## src/hw/cvnp_defines.svh

```systemverilog
// constants for the compressed voice nibble port
`ifndef CVNP_DEFINES_SVH
`define CVNP_DEFINES_SVH
`define CVNP_NIB_W          4
`define CVNP_FRAME_BYTES    12
`define CVNP_FRAME_BYTES_BX 48
`define CVNP_NIB_PERIOD_US  106
`define CVNP_SYS_CLK_MHZ    125
`define CVNP_NIB_PERIOD_CYC (`CVNP_NIB_PERIOD_US * `CVNP_SYS_CLK_MHZ)
`define CVNP_PCM_W          16
`define CVNP_CNT_W          7
`endif

```

## src/hw/cvnp_pkg.sv

```systemverilog
// types shared by the compressed voice nibble port
package cvnp_pkg;
	typedef struct packed {
		logic       valid;
		logic [3:0] data;
	} cvnp_nib_t;
	typedef enum {CVNP_IDLE, CVNP_ARMED, CVNP_RUN} cvnp_enc_state_t;
endpackage : cvnp_pkg

```

## src/hw/cvnp_sync_edge.sv

```systemverilog
// two-flop synchroniser with rise and fall pulses
`timescale 1ns/100ps
`default_nettype none
module cvnp_sync_edge (
	// clock and reset
	input  wire logic i_sys_clk,
	input  wire logic i_rst,
	// async level in, pulses out
	input  wire logic i_async,
	output logic      o_level,
	output logic      o_rise,
	output logic      o_fall
);
	logic meta_ff, sync_ff, prev_ff;
	logic nxt_meta, nxt_sync, nxt_prev;

	always_comb begin
		nxt_meta = i_async;
		nxt_sync = meta_ff;
		nxt_prev = sync_ff;
	end

	always_ff @(posedge i_sys_clk) begin
		if (i_rst) begin
			meta_ff <= 1'b0;
			sync_ff <= 1'b0;
			prev_ff <= 1'b0;
		end else begin
			meta_ff <= nxt_meta;
			sync_ff <= nxt_sync;
			prev_ff <= nxt_prev;
		end
	end

	assign o_level = sync_ff;
	assign o_rise  = sync_ff & ~prev_ff;
	assign o_fall  = ~sync_ff & prev_ff;
endmodule : cvnp_sync_edge
`default_nettype wire

```

## src/hw/cvnp_port.sv

```systemverilog
// compressed voice nibble port with pcm tdm side path
// What this block does
// - inbound nibbles captured then held in two-stage latch for processor read
// - outbound nibble driven onto pins at encoder clock rising edge
// - inbound nibble captured at decoder clock falling edge
// - frame-enable control sampled with nibble clock, same timing as data
// - encoder clock falling edge raises transmit nibble service pulse
// - decoder clock falling edge raises receive nibble service pulse
// - each transmit service loads next outbound nibble before next falling edge latches it
// - receive service reads nibble; full frame starts decoder stage at once
// - encoder frame start aligned to configuration and sampled frame enable
// - pcm data driven or sampled only while frame sync slot active
// - frame is 12 bytes, 48 bytes in bit-exact mode
`timescale 1ns/100ps
`default_nettype none
`include "cvnp_defines.svh"
module cvnp_port
	import cvnp_pkg::*;
#(
	parameter int NIB_W   = `CVNP_NIB_W,
	parameter int PCM_W   = `CVNP_PCM_W
) (
	// clock and reset
	input  wire logic             i_sys_clk,
	input  wire logic             i_rst,
	// configuration
	input  wire logic             i_bit_exact,
	input  wire logic             i_enc_enable,
	// host nibble pins
	input  wire logic             i_encoder_nibble_clock,
	input  wire logic             i_decoder_nibble_clock,
	input  wire logic             i_voice_frame_enable,
	input  wire logic [NIB_W-1:0] i_rx_nibble,
	output logic      [NIB_W-1:0] o_tx_nibble,
	// processor side
	input  wire logic [NIB_W-1:0] i_tx_data,
	output logic                  o_transmit_nibble_service,
	output logic                  o_receive_nibble_service,
	output logic      [NIB_W-1:0] o_rx_data,
	output logic                  o_encoder_stage,
	output logic                  o_decoder_stage,
	output logic                  o_frame_enable,
	// pcm tdm pins
	input  wire logic             i_pcm_clk,
	input  wire logic             i_pcm_fsync,
	input  wire logic             i_pcm_din,
	output logic                  o_pcm_dout,
	output logic                  o_pcm_dout_oe,
	// pcm word side
	input  wire logic [PCM_W-1:0] i_pcm_tx_word,
	output logic      [PCM_W-1:0] o_pcm_rx_word,
	output logic                  o_pcm_rx_valid
);
	// refused at elaboration: struct carrier and bit counter are sized for these
	if (NIB_W != `CVNP_NIB_W) begin : g_bad_nib_w
		$error("nibble width must be four");
	end
	if (PCM_W < 2 || PCM_W > 32) begin : g_bad_pcm_w
		$error("pcm width out of range");
	end

	localparam int FRAME_NIBS    = 2 * `CVNP_FRAME_BYTES;
	localparam int FRAME_NIBS_BX = 2 * `CVNP_FRAME_BYTES_BX;

	// edges of the slow clocks; pins already pass two flops in the synchroniser
	logic enc_rise, enc_fall;
	logic dec_rise, dec_fall;
	logic fen_lvl, pck_rise, pck_fall, fs_lvl;
	logic din_s0_ff, din_s1_ff;
	logic [NIB_W-1:0] rxn_s0_ff, rxn_s1_ff;

	cvnp_sync_edge u_enc (.i_sys_clk(i_sys_clk), .i_rst(i_rst), .i_async(i_encoder_nibble_clock),
		.o_level(), .o_rise(enc_rise), .o_fall(enc_fall));
	cvnp_sync_edge u_dec (.i_sys_clk(i_sys_clk), .i_rst(i_rst), .i_async(i_decoder_nibble_clock),
		.o_level(), .o_rise(dec_rise), .o_fall(dec_fall));
	cvnp_sync_edge u_fen (.i_sys_clk(i_sys_clk), .i_rst(i_rst), .i_async(i_voice_frame_enable),
		.o_level(fen_lvl), .o_rise(), .o_fall());
	cvnp_sync_edge u_pck (.i_sys_clk(i_sys_clk), .i_rst(i_rst), .i_async(i_pcm_clk),
		.o_level(), .o_rise(pck_rise), .o_fall(pck_fall));
	cvnp_sync_edge u_pfs (.i_sys_clk(i_sys_clk), .i_rst(i_rst), .i_async(i_pcm_fsync),
		.o_level(fs_lvl), .o_rise(), .o_fall());

	always_ff @(posedge i_sys_clk) begin
		if (i_rst) begin
			din_s0_ff <= 1'b0;
			din_s1_ff <= 1'b0;
			rxn_s0_ff <= '0;
			rxn_s1_ff <= '0;
		end else begin
			din_s0_ff <= i_pcm_din;
			din_s1_ff <= din_s0_ff;
			rxn_s0_ff <= i_rx_nibble;
			rxn_s1_ff <= rxn_s0_ff;
		end
	end

	// nibble datapath state
	logic [NIB_W-1:0] tx_hold_ff, nxt_tx_hold;
	logic [NIB_W-1:0] tx_pin_ff, nxt_tx_pin;
	cvnp_nib_t        rx_stage_ff, nxt_rx_stage;
	logic [NIB_W-1:0] rx_out_ff, nxt_rx_out;
	logic             fen_ff, nxt_fen;
	logic             txs_ff, nxt_txs, rxs_ff, nxt_rxs;
	logic [`CVNP_CNT_W-1:0] rx_cnt_ff, nxt_rx_cnt, tx_cnt_ff, nxt_tx_cnt;
	logic             dec_go_ff, nxt_dec_go, enc_go_ff, nxt_enc_go;
	cvnp_enc_state_t  enc_st_ff, nxt_enc_st;
	logic [`CVNP_CNT_W-1:0] frame_last;

	assign frame_last = i_bit_exact ? `CVNP_CNT_W'(FRAME_NIBS_BX - 1)
		: `CVNP_CNT_W'(FRAME_NIBS - 1);

	always_comb begin
		nxt_tx_hold  = tx_hold_ff;
		nxt_tx_pin   = tx_pin_ff;
		nxt_rx_stage = rx_stage_ff;
		nxt_rx_out   = rx_out_ff;
		nxt_fen      = fen_ff;
		nxt_txs      = enc_fall;
		nxt_rxs      = dec_fall;
		nxt_rx_cnt   = rx_cnt_ff;
		nxt_tx_cnt   = tx_cnt_ff;
		nxt_dec_go   = 1'b0;
		nxt_enc_go   = 1'b0;
		nxt_enc_st   = enc_st_ff;
		if (enc_fall) begin
			nxt_tx_hold = i_tx_data;
			nxt_fen     = fen_lvl;
		end
		if (enc_rise)
			nxt_tx_pin = tx_hold_ff;
		if (dec_fall)
			nxt_rx_stage = '{valid: 1'b1, data: rxn_s1_ff};
		// second latch stage: processor sees stable word while next is captured
		if (rx_stage_ff.valid) begin
			nxt_rx_out       = rx_stage_ff.data;
			nxt_rx_stage.valid = dec_fall;
			if (rx_cnt_ff >= frame_last) begin
				nxt_rx_cnt = '0;
				nxt_dec_go = 1'b1;
			end else begin
				nxt_rx_cnt = rx_cnt_ff + `CVNP_CNT_W'(1);
			end
		end
		// encoder frame alignment on the sampled frame enable
		case (enc_st_ff)
			CVNP_IDLE: begin
				nxt_tx_cnt = '0;
				if (i_enc_enable && enc_fall && !fen_lvl)
					nxt_enc_st = CVNP_ARMED;
			end
			CVNP_ARMED: begin
				if (!i_enc_enable)
					nxt_enc_st = CVNP_IDLE;
				else if (enc_fall && fen_lvl) begin
					nxt_enc_st = CVNP_RUN;
					nxt_enc_go = 1'b1;
					// start fall is nibble zero, so every frame spans the same count
					nxt_tx_cnt = '0;
				end
			end
			CVNP_RUN: begin
				if (!i_enc_enable)
					nxt_enc_st = CVNP_IDLE;
				else if (enc_fall) begin
					if (tx_cnt_ff >= frame_last) begin
						nxt_tx_cnt = '0;
						if (fen_lvl)
							nxt_enc_go = 1'b1;
						else
							nxt_enc_st = CVNP_ARMED;
					end else begin
						nxt_tx_cnt = tx_cnt_ff + `CVNP_CNT_W'(1);
					end
				end
			end
			default: nxt_enc_st = CVNP_IDLE;
		endcase
	end

	always_ff @(posedge i_sys_clk) begin
		if (i_rst) begin
			tx_hold_ff  <= '0;
			tx_pin_ff   <= '0;
			rx_stage_ff <= '0;
			rx_out_ff   <= '0;
			fen_ff      <= 1'b0;
			txs_ff      <= 1'b0;
			rxs_ff      <= 1'b0;
			rx_cnt_ff   <= '0;
			tx_cnt_ff   <= '0;
			dec_go_ff   <= 1'b0;
			enc_go_ff   <= 1'b0;
			enc_st_ff   <= CVNP_IDLE;
		end else begin
			tx_hold_ff  <= nxt_tx_hold;
			tx_pin_ff   <= nxt_tx_pin;
			rx_stage_ff <= nxt_rx_stage;
			rx_out_ff   <= nxt_rx_out;
			fen_ff      <= nxt_fen;
			txs_ff      <= nxt_txs;
			rxs_ff      <= nxt_rxs;
			rx_cnt_ff   <= nxt_rx_cnt;
			tx_cnt_ff   <= nxt_tx_cnt;
			dec_go_ff   <= nxt_dec_go;
			enc_go_ff   <= nxt_enc_go;
			enc_st_ff   <= nxt_enc_st;
		end
	end

	// pcm tdm side path: shift only within the frame sync slot
	logic [PCM_W-1:0] ptx_sh_ff, nxt_ptx_sh, prx_sh_ff, nxt_prx_sh, prx_word_ff, nxt_prx_word;
	logic [5:0]       pbit_ff, nxt_pbit;
	logic             pdout_ff, nxt_pdout, poe_ff, nxt_poe, pvalid_ff, nxt_pvalid;
	logic             pact_ff, nxt_pact;

	always_comb begin
		nxt_ptx_sh   = ptx_sh_ff;
		nxt_prx_sh   = prx_sh_ff;
		nxt_prx_word = prx_word_ff;
		nxt_pbit     = pbit_ff;
		nxt_pdout    = pdout_ff;
		nxt_poe      = poe_ff;
		nxt_pvalid   = 1'b0;
		nxt_pact     = pact_ff;
		if (!fs_lvl) begin
			nxt_poe  = 1'b0;
			nxt_pact = 1'b0;
			nxt_pbit = '0;
			nxt_ptx_sh = i_pcm_tx_word;
		end else if (pck_rise) begin
			// drive on rising edge, far end samples on falling
			nxt_pdout  = ptx_sh_ff[PCM_W-1];
			nxt_ptx_sh = {ptx_sh_ff[PCM_W-2:0], 1'b0};
			nxt_poe    = (pbit_ff < 6'(PCM_W));
			nxt_pact   = 1'b1;
		end else if (pck_fall && pact_ff && pbit_ff < 6'(PCM_W)) begin
			nxt_prx_sh = {prx_sh_ff[PCM_W-2:0], din_s1_ff};
			nxt_pbit   = pbit_ff + 6'd1;
			if (pbit_ff == 6'(PCM_W - 1)) begin
				nxt_prx_word = {prx_sh_ff[PCM_W-2:0], din_s1_ff};
				nxt_pvalid   = 1'b1;
			end
		end
	end

	always_ff @(posedge i_sys_clk) begin
		if (i_rst) begin
			ptx_sh_ff   <= '0;
			prx_sh_ff   <= '0;
			prx_word_ff <= '0;
			pbit_ff     <= '0;
			pdout_ff    <= 1'b0;
			poe_ff      <= 1'b0;
			pvalid_ff   <= 1'b0;
			pact_ff     <= 1'b0;
		end else begin
			ptx_sh_ff   <= nxt_ptx_sh;
			prx_sh_ff   <= nxt_prx_sh;
			prx_word_ff <= nxt_prx_word;
			pbit_ff     <= nxt_pbit;
			pdout_ff    <= nxt_pdout;
			poe_ff      <= nxt_poe;
			pvalid_ff   <= nxt_pvalid;
			pact_ff     <= nxt_pact;
		end
	end

	assign o_tx_nibble               = tx_pin_ff;
	assign o_transmit_nibble_service = txs_ff;
	assign o_receive_nibble_service  = rxs_ff;
	assign o_rx_data                 = rx_out_ff;
	assign o_encoder_stage           = enc_go_ff;
	assign o_decoder_stage           = dec_go_ff;
	assign o_frame_enable            = fen_ff;
	assign o_pcm_dout                = pdout_ff;
	assign o_pcm_dout_oe             = poe_ff;
	assign o_pcm_rx_word             = prx_word_ff;
	assign o_pcm_rx_valid            = pvalid_ff;
endmodule : cvnp_port
`default_nettype wire

```

## config.mk

```make
export PLATFORM = sky130hd
export DESIGN_NAME = cvnp_port
export DESIGN_NICKNAME = d
export VERILOG_FILES = /design/src/hw/cvnp_pkg.sv /design/src/hw/cvnp_sync_edge.sv /design/src/hw/cvnp_port.sv
export VERILOG_INCLUDE_DIRS = /design/src /design/src/hw
export SDC_FILE = /design/constraint.sdc
export NUM_CORES = 1
export LEC_CHECK = 0
export BUFFER_PORTS_ARGS = -buffer_cell sky130_fd_sc_hd__buf_2
export CORE_MARGIN = 4
export CORE_UTILIZATION = 60
export DETAILED_ROUTE_END_ITERATION = 8
export GPL_TIMING_DRIVEN = 1
export PLACE_DENSITY = 0.83
export SLEW_MARGIN = 10
export SYNTH_ARGS = -nofsm -noshare
export SYNTH_HDL_FRONTEND = slang
export SYNTH_SLANG_ARGS = --single-unit
```

## constraint.sdc

```tcl
create_clock -name i_sys_clk -period 4.19 [get_ports i_sys_clk]
set_clock_uncertainty 0.1 [all_clocks]
set_input_delay 0.838 -clock i_sys_clk [delete_from_list [all_inputs] [get_ports i_sys_clk]]
set_output_delay 0.838 -clock i_sys_clk [all_outputs]
set_load 0.03 [all_outputs]
```

# After elaboration in Yosys (flattened, before gate mapping)
# Cells that the tools add are included.
# classes
add_sub_neg	3
magnitude_cmp	3
eq_ne	13
mux	29
bitwise	14
n_reduce_logical	18
# op_table
operator	count
$mux W32	7
$pmux W32 S3	1
$mux W7	7
$eq A32 B1 Y1 const B	1
$eq A32 B2 Y1 const B	1
$logic_not A32 Y1	1
$mux W16	2
$pmux W7 S3	1
$add A7 B1 Y7 const B	2
$ge A7 B7 Y1	2
$ne A2 B2 Y1 const B	6
$ne A3 B3 Y1 const B	4
$reduce_and A5 Y1	2
$mux W1	9
$not A1 Y1	9
$add A6 B1 Y6 const B	1
$eq A6 B4 Y1 const B	1
$lt A6 B5 Y1 const B	1
$and A1 B1 Y1	5
$logic_and A1 B1 Y1	5
$mux W5	1
$reduce_and A2 Y1	2
$reduce_and A4 Y1	1
$reduce_or A2 Y1	2
other kinds (6)	6
# totals
regBits	148
input_bits	34
output_inout_bits	32
elab_cells	118

# Depth between registers and ports, before layout
# logic_depth
depth_word	6
ltp_mapped	7
ltp_nobuf	6

# Hierarchy
# A second synthesis with hierarchy kept.
# unflattened
cells_unflattened	474
area_unflattened_um2	4615.7
# by_module_without_submodules
mod	n_inst	cells_per_inst	area_per_inst_um2	seq_area_each_um2
cvnp_port	1	434	4159.0	2102.0
cvnp_sync_edge	5	8	91.3	60.1

# Least setup slack after synthesis
# No wires, ideal clock.
# synth_timing
path_kind	input to register
startpoint	input i_bit_exact
endpoint	register tx_cnt_ff[0]
setup_ns	0.137
arrival_time_ns	1.985
required_time_ns	3.953
slack_ns	1.969
path_stages	6
n_path_buf	0
cell_sequence	inv_1 > ha_1 > nand3b_1 > a211o_1 > a21oi_1 > nor3_1
# synth_via
elab_chain_cells	6
# synth_lines
item	line_no	rtl
from (decl)	cvnp_port.sv:27	input wire logic i_bit_exact,
$mux W7	cvnp_port.sv:109	assign frame_last = i_bit_exact ? `CVNP_CNT_W'(FRAME_NIBS_BX - 1)
$ge A7 B7 Y1	cvnp_port.sv:165	if (tx_cnt_ff >= frame_last) begin
$mux W7	cvnp_port.sv:165	
$mux W7	cvnp_port.sv:164	else if (enc_fall) begin
$mux W7	cvnp_port.sv:162	if (!i_enc_enable)
$pmux W7 S3	cvnp_port.sv:145	case (enc_st_ff)
to (signal assigned)	cvnp_port.sv:203	tx_cnt_ff <= nxt_tx_cnt;
to (decl)	cvnp_port.sv:104	logic [`CVNP_CNT_W-1:0] rx_cnt_ff, nxt_rx_cnt, tx_cnt_ff, nxt_tx_cnt;
# No other way between the ends. The select of a mux whose other input is x is not followed.
# A chain may end at the register's enable or synchronous reset.

# Worst setup path after layout
# layout_timing
startpoint	register pbit_ff[4]
endpoint	register prx_word_ff[12] (netlist: o_pcm_rx_word[12])
# layout_via
elab_chain_cells	3
elab_cells_between_ends	4
classes_between	order compare: 1; eq/ne: 1; reduce/logical: 2
# layout_lines
item	line_no	rtl
from (decl)	cvnp_port.sv:212	logic [5:0] pbit_ff, nxt_pbit;
from (signal assigned)	cvnp_port.sv:260	pbit_ff <= nxt_pbit;
$lt A6 B5 Y1	cvnp_port.sv:236	end else if (pck_fall && pact_ff && pbit_ff < 6'(PCM_W)) begin
$logic_and A1 B1 Y1	cvnp_port.sv:236	
$reduce_and A4 Y1 (no line) *	-	
to (signal assigned)	cvnp_port.sv:259	prx_word_ff <= nxt_prx_word;
to (decl)	cvnp_port.sv:211	logic [PCM_W-1:0] ptx_sh_ff, nxt_ptx_sh, prx_sh_ff, nxt_prx_sh, prx_word_ff, nxt_prx_word;
# Mark *: on every way between the ends. The rest lies on a longest branch, timed or not.

==> results.md <==
- Area after DPL: 4880 sq um
- Headroom to the max-slew limit: 25.6%
- Clock sink total: 118
- Met3 Routed Length: 405 um
- DP HPWL: 5500 um
- DR top layer: met4
- EDFF count, synth: 0
- Synth warn: 0
- Seq pwr share: 44.7%
- Reg2Reg Depth: 4
- Vias per cell: 5.41
- Crit Path Class: reg -> reg
- Vias in the first global route: 3229
- CTS buffer count: 17
- CP endpoint: o_pcm_rx_word[12]
- Required @ worst endpoint: 4.47 ns
- Status: finished clean
- Cells after Synth: 503
- Tmin final: 2.36 ns
- Worst Hold Class: reg -> reg
- Fill cells: 568
- RSZ-0062 raised after global routing: false
- Final Cycle Share: 56.4%
- Hold path cells: 1
- Clock-pin transition on the worst setup and hold timing paths: 0.05 ns
- Crit path launch: pbit_ff[4]
- PortBufs: 65
- Clock buffer depth: 2
- Worst reg2reg path startpoint: pbit_ff[4]
- Layout Cells excl Fill: 666
- Core area: 7290 sq um
- Peak supply drop: 0.369 mV
- Post-route setup TNS: 0 ns
- Met1 WL: 4100 um
- Post-synth top area share: 52.0%
- Post-CTS setup buffers: 0
- Number of synthesized register bits: 118
- CTS H-tree depth: 4
- Power Total: 0.00261 W
- Critical Path, Cell by Cell: nor4b_4 > nand3_1 > o21ai_0 > a21oi_1
- DR WL met2: 4160 um
- DRC viols: 0
- DRT antenna net count: 0
- Finished Cell Area: 5420 sq um
- Die width: 95.0 um
- Fmax: 423 MHz
- Share of layout cells above drive strength 1: 18.0%
- Die Y: 95.0 um
- Max Cap Viol: 0
- R2r setup slk: 1.83 ns
- Final worst slack: 1.83 ns
- Overflow after GRT: 0
- Crit path launch type: register
- Seq/Total Area, Yosys: 52.0%
- Commonest non-fill, non-tap cell in the layout: dfxtp_1
- Ports: 66
- Root buffer cell: clkbuf_8
- Total track usage: 20.6%
- Clk Latency, worst-skew pair: 0.50 ns
- Post-CTS Resized: 0
- NetSw: 0.000576 W
- Leading area contributor after synthesis: dfxtp_1
- WP data arrival: 2.64 ns
- CTS Hold Bufs: 0
- Clk network pwr share: 49.7%
- Mean Syn Cell Area: 9.03 sq um
- Post-Syn Area: 4540 sq um
- Fin. Hold Viols: 0
- FP Rows: 31
- Starting density of the core: 62.3%
- Crit-path slowest cell: nand3_1
- Worst-Margin Slew: 1.11 ns
- CTS tree: built
- Slew Limit Fails: 0
- Largest cells by area after synthesis: dfxtp_1 (52%), nand2_1 (6.0%), mux2i_1 (4.6%), a21oi_1 (4.4%), nor2_1 (4.0%)
- Crit-path max FO: 32
- Pin count of the biggest net entering global routing: 81
- Slowest stage delay, CP: 0.81 ns
- First-pass GRT wire length: 14600 um
- RR Endpoint: o_pcm_rx_word[12]
- Asr flop ratio synth: 0%
- Pleak: 2.17 nW
- Area Overhead vs Synth: 19.4%
- Synth Flop Type: dfxtp_1
- Setup violations, final: 0
- Most frequent cells in the layout: dfxtp_1 (118), nand2_1 (73), buf_2 (64), nor2_1 (49), a21oi_1 (40)
- Cell internal pwr: 0.00204 W
- Pre-CTS WS: 1.70 ns
- Final WL: 8800 um
- Die footprint: 9030 sq um
- Sw Ratio: 22.1%
- Number of detailed-route iterations in the first pass: 4
- Antenna Cells: 0
- Post-Syn Nets: 549
- Nets@finish: 601
- Iteration-0 DRC Markers: 159
- Drt wl/cell: 13.2 um
- Crit. End Element: register
- Vias post-DR: 3602
- Antenna violations before repair: 0
- Placed cell count: 635
- Synth cell types: 39
- Combinational Power Share: 5.6%
- Gp weighted congestion: 0.801
- Pwr/cell area: 482 nW/um^2
## registers in the layout (all words and copies together) (netlist names), 5 cells and up
register / cells
ptx_sh_ff: 16
prx_sh_ff: 15
tx_cnt_ff: 7
rx_cnt_ff: 7
pbit_ff: 6
o_pcm_rx_word: 16
rx_stage_ff: 5
## critical path: cells and delay by family (launching register included)
| kind | cells | cell delay, ns |
|---|---|---|
| flip-flops | 1 | 0.35 |
| AND/OR/NAND/NOR | 2 | 1.23 |
| AO/OA/AOI/OAI | 2 | 0.56 |
## through the flow
stage	utilization, %	hold WS [ns]
6_report	74.3	0.335
5_1_grt	74.3	0.340
4_1_cts	74.3	0.336
3_5_place_dp	66.9	0.322
3_3_place_gp	66.9	0.317
2_1_floorplan	-	0.314
## cells by family (layout without fill, tap and decap cells)
logic type | count (synthesis) | after routing | synth area share, %
simple gates | 210 | 210 | 22.0
flops | 118 | 118 | 52.0
compound gates | 91 | 91 | 12.6
buf+inv | 41 | 105 | 3.50
mux | 21 | 21 | 4.63
fa+ha+maj | 12 | 12 | 3.31
xor+xnor | 10 | 10 | 1.93
## final cells by class
type / instances / area (sq um) / area share, %
multi-input cells: 344 / 2020 / 37.3
flip-flops and latches: 118 / 2360 / 43.6
clock inverters: 8 / 75.1 / 1.38
clock buffers: 23 / 467 / 8.61
inverters: 6 / 22.5 / 0.415
well taps: 99 / 124 / 2.28
repair buffers: 68 / 350 / 6.46
## cells in the mapped netlist, types with 6 or more instances
master and count:
inv_1 6, nor2b_1 27, nand2b_1 7, dfxtp_1 118
ha_1 12, a21oi_1 40, mux2i_1 21, clkbuf_1 31
or3_1 6, nor2_1 49, nand2_1 73, nand3_1 26
o21ai_0 20, xor2_1 9, a311oi_1 15
## power by group through the flow
stage	combinational (W)	sequential (W)	clock, W
after detailed placement	0.000145	0.00119	0
after global placement	0.000139	0.00119	0
after global routing	0.000165	0.00117	0.00138
after CTS	0.000147	0.00117	0.00132
after floorplan	0.000110	0.00119	0
final	0.000146	0.00117	0.00130
## worst min-delay path by stage
stage	from	end	slack [ns]
2_1_floorplan	din_s0_ff	din_s1_ff	0.31
3_3_place_gp	u_fen.meta_ff	u_fen.o_level	0.32
3_5_place_dp	u_pfs.meta_ff	u_pfs.o_level	0.32
4_1_cts	u_pfs.meta_ff	u_pfs.o_level	0.34
5_1_grt	rxn_s0_ff[2]	rxn_s1_ff[2]	0.34
6_report	u_pfs.meta_ff	u_pfs.o_level	0.34
## per-layer routing
layer  up-vias  track usage, %
li1       1825               -
met1      1690            26.3
met2        73            32.6
met3        14            5.18
met4         0            9.74
met5         -               0
Power figures use the tool's default switching activity.
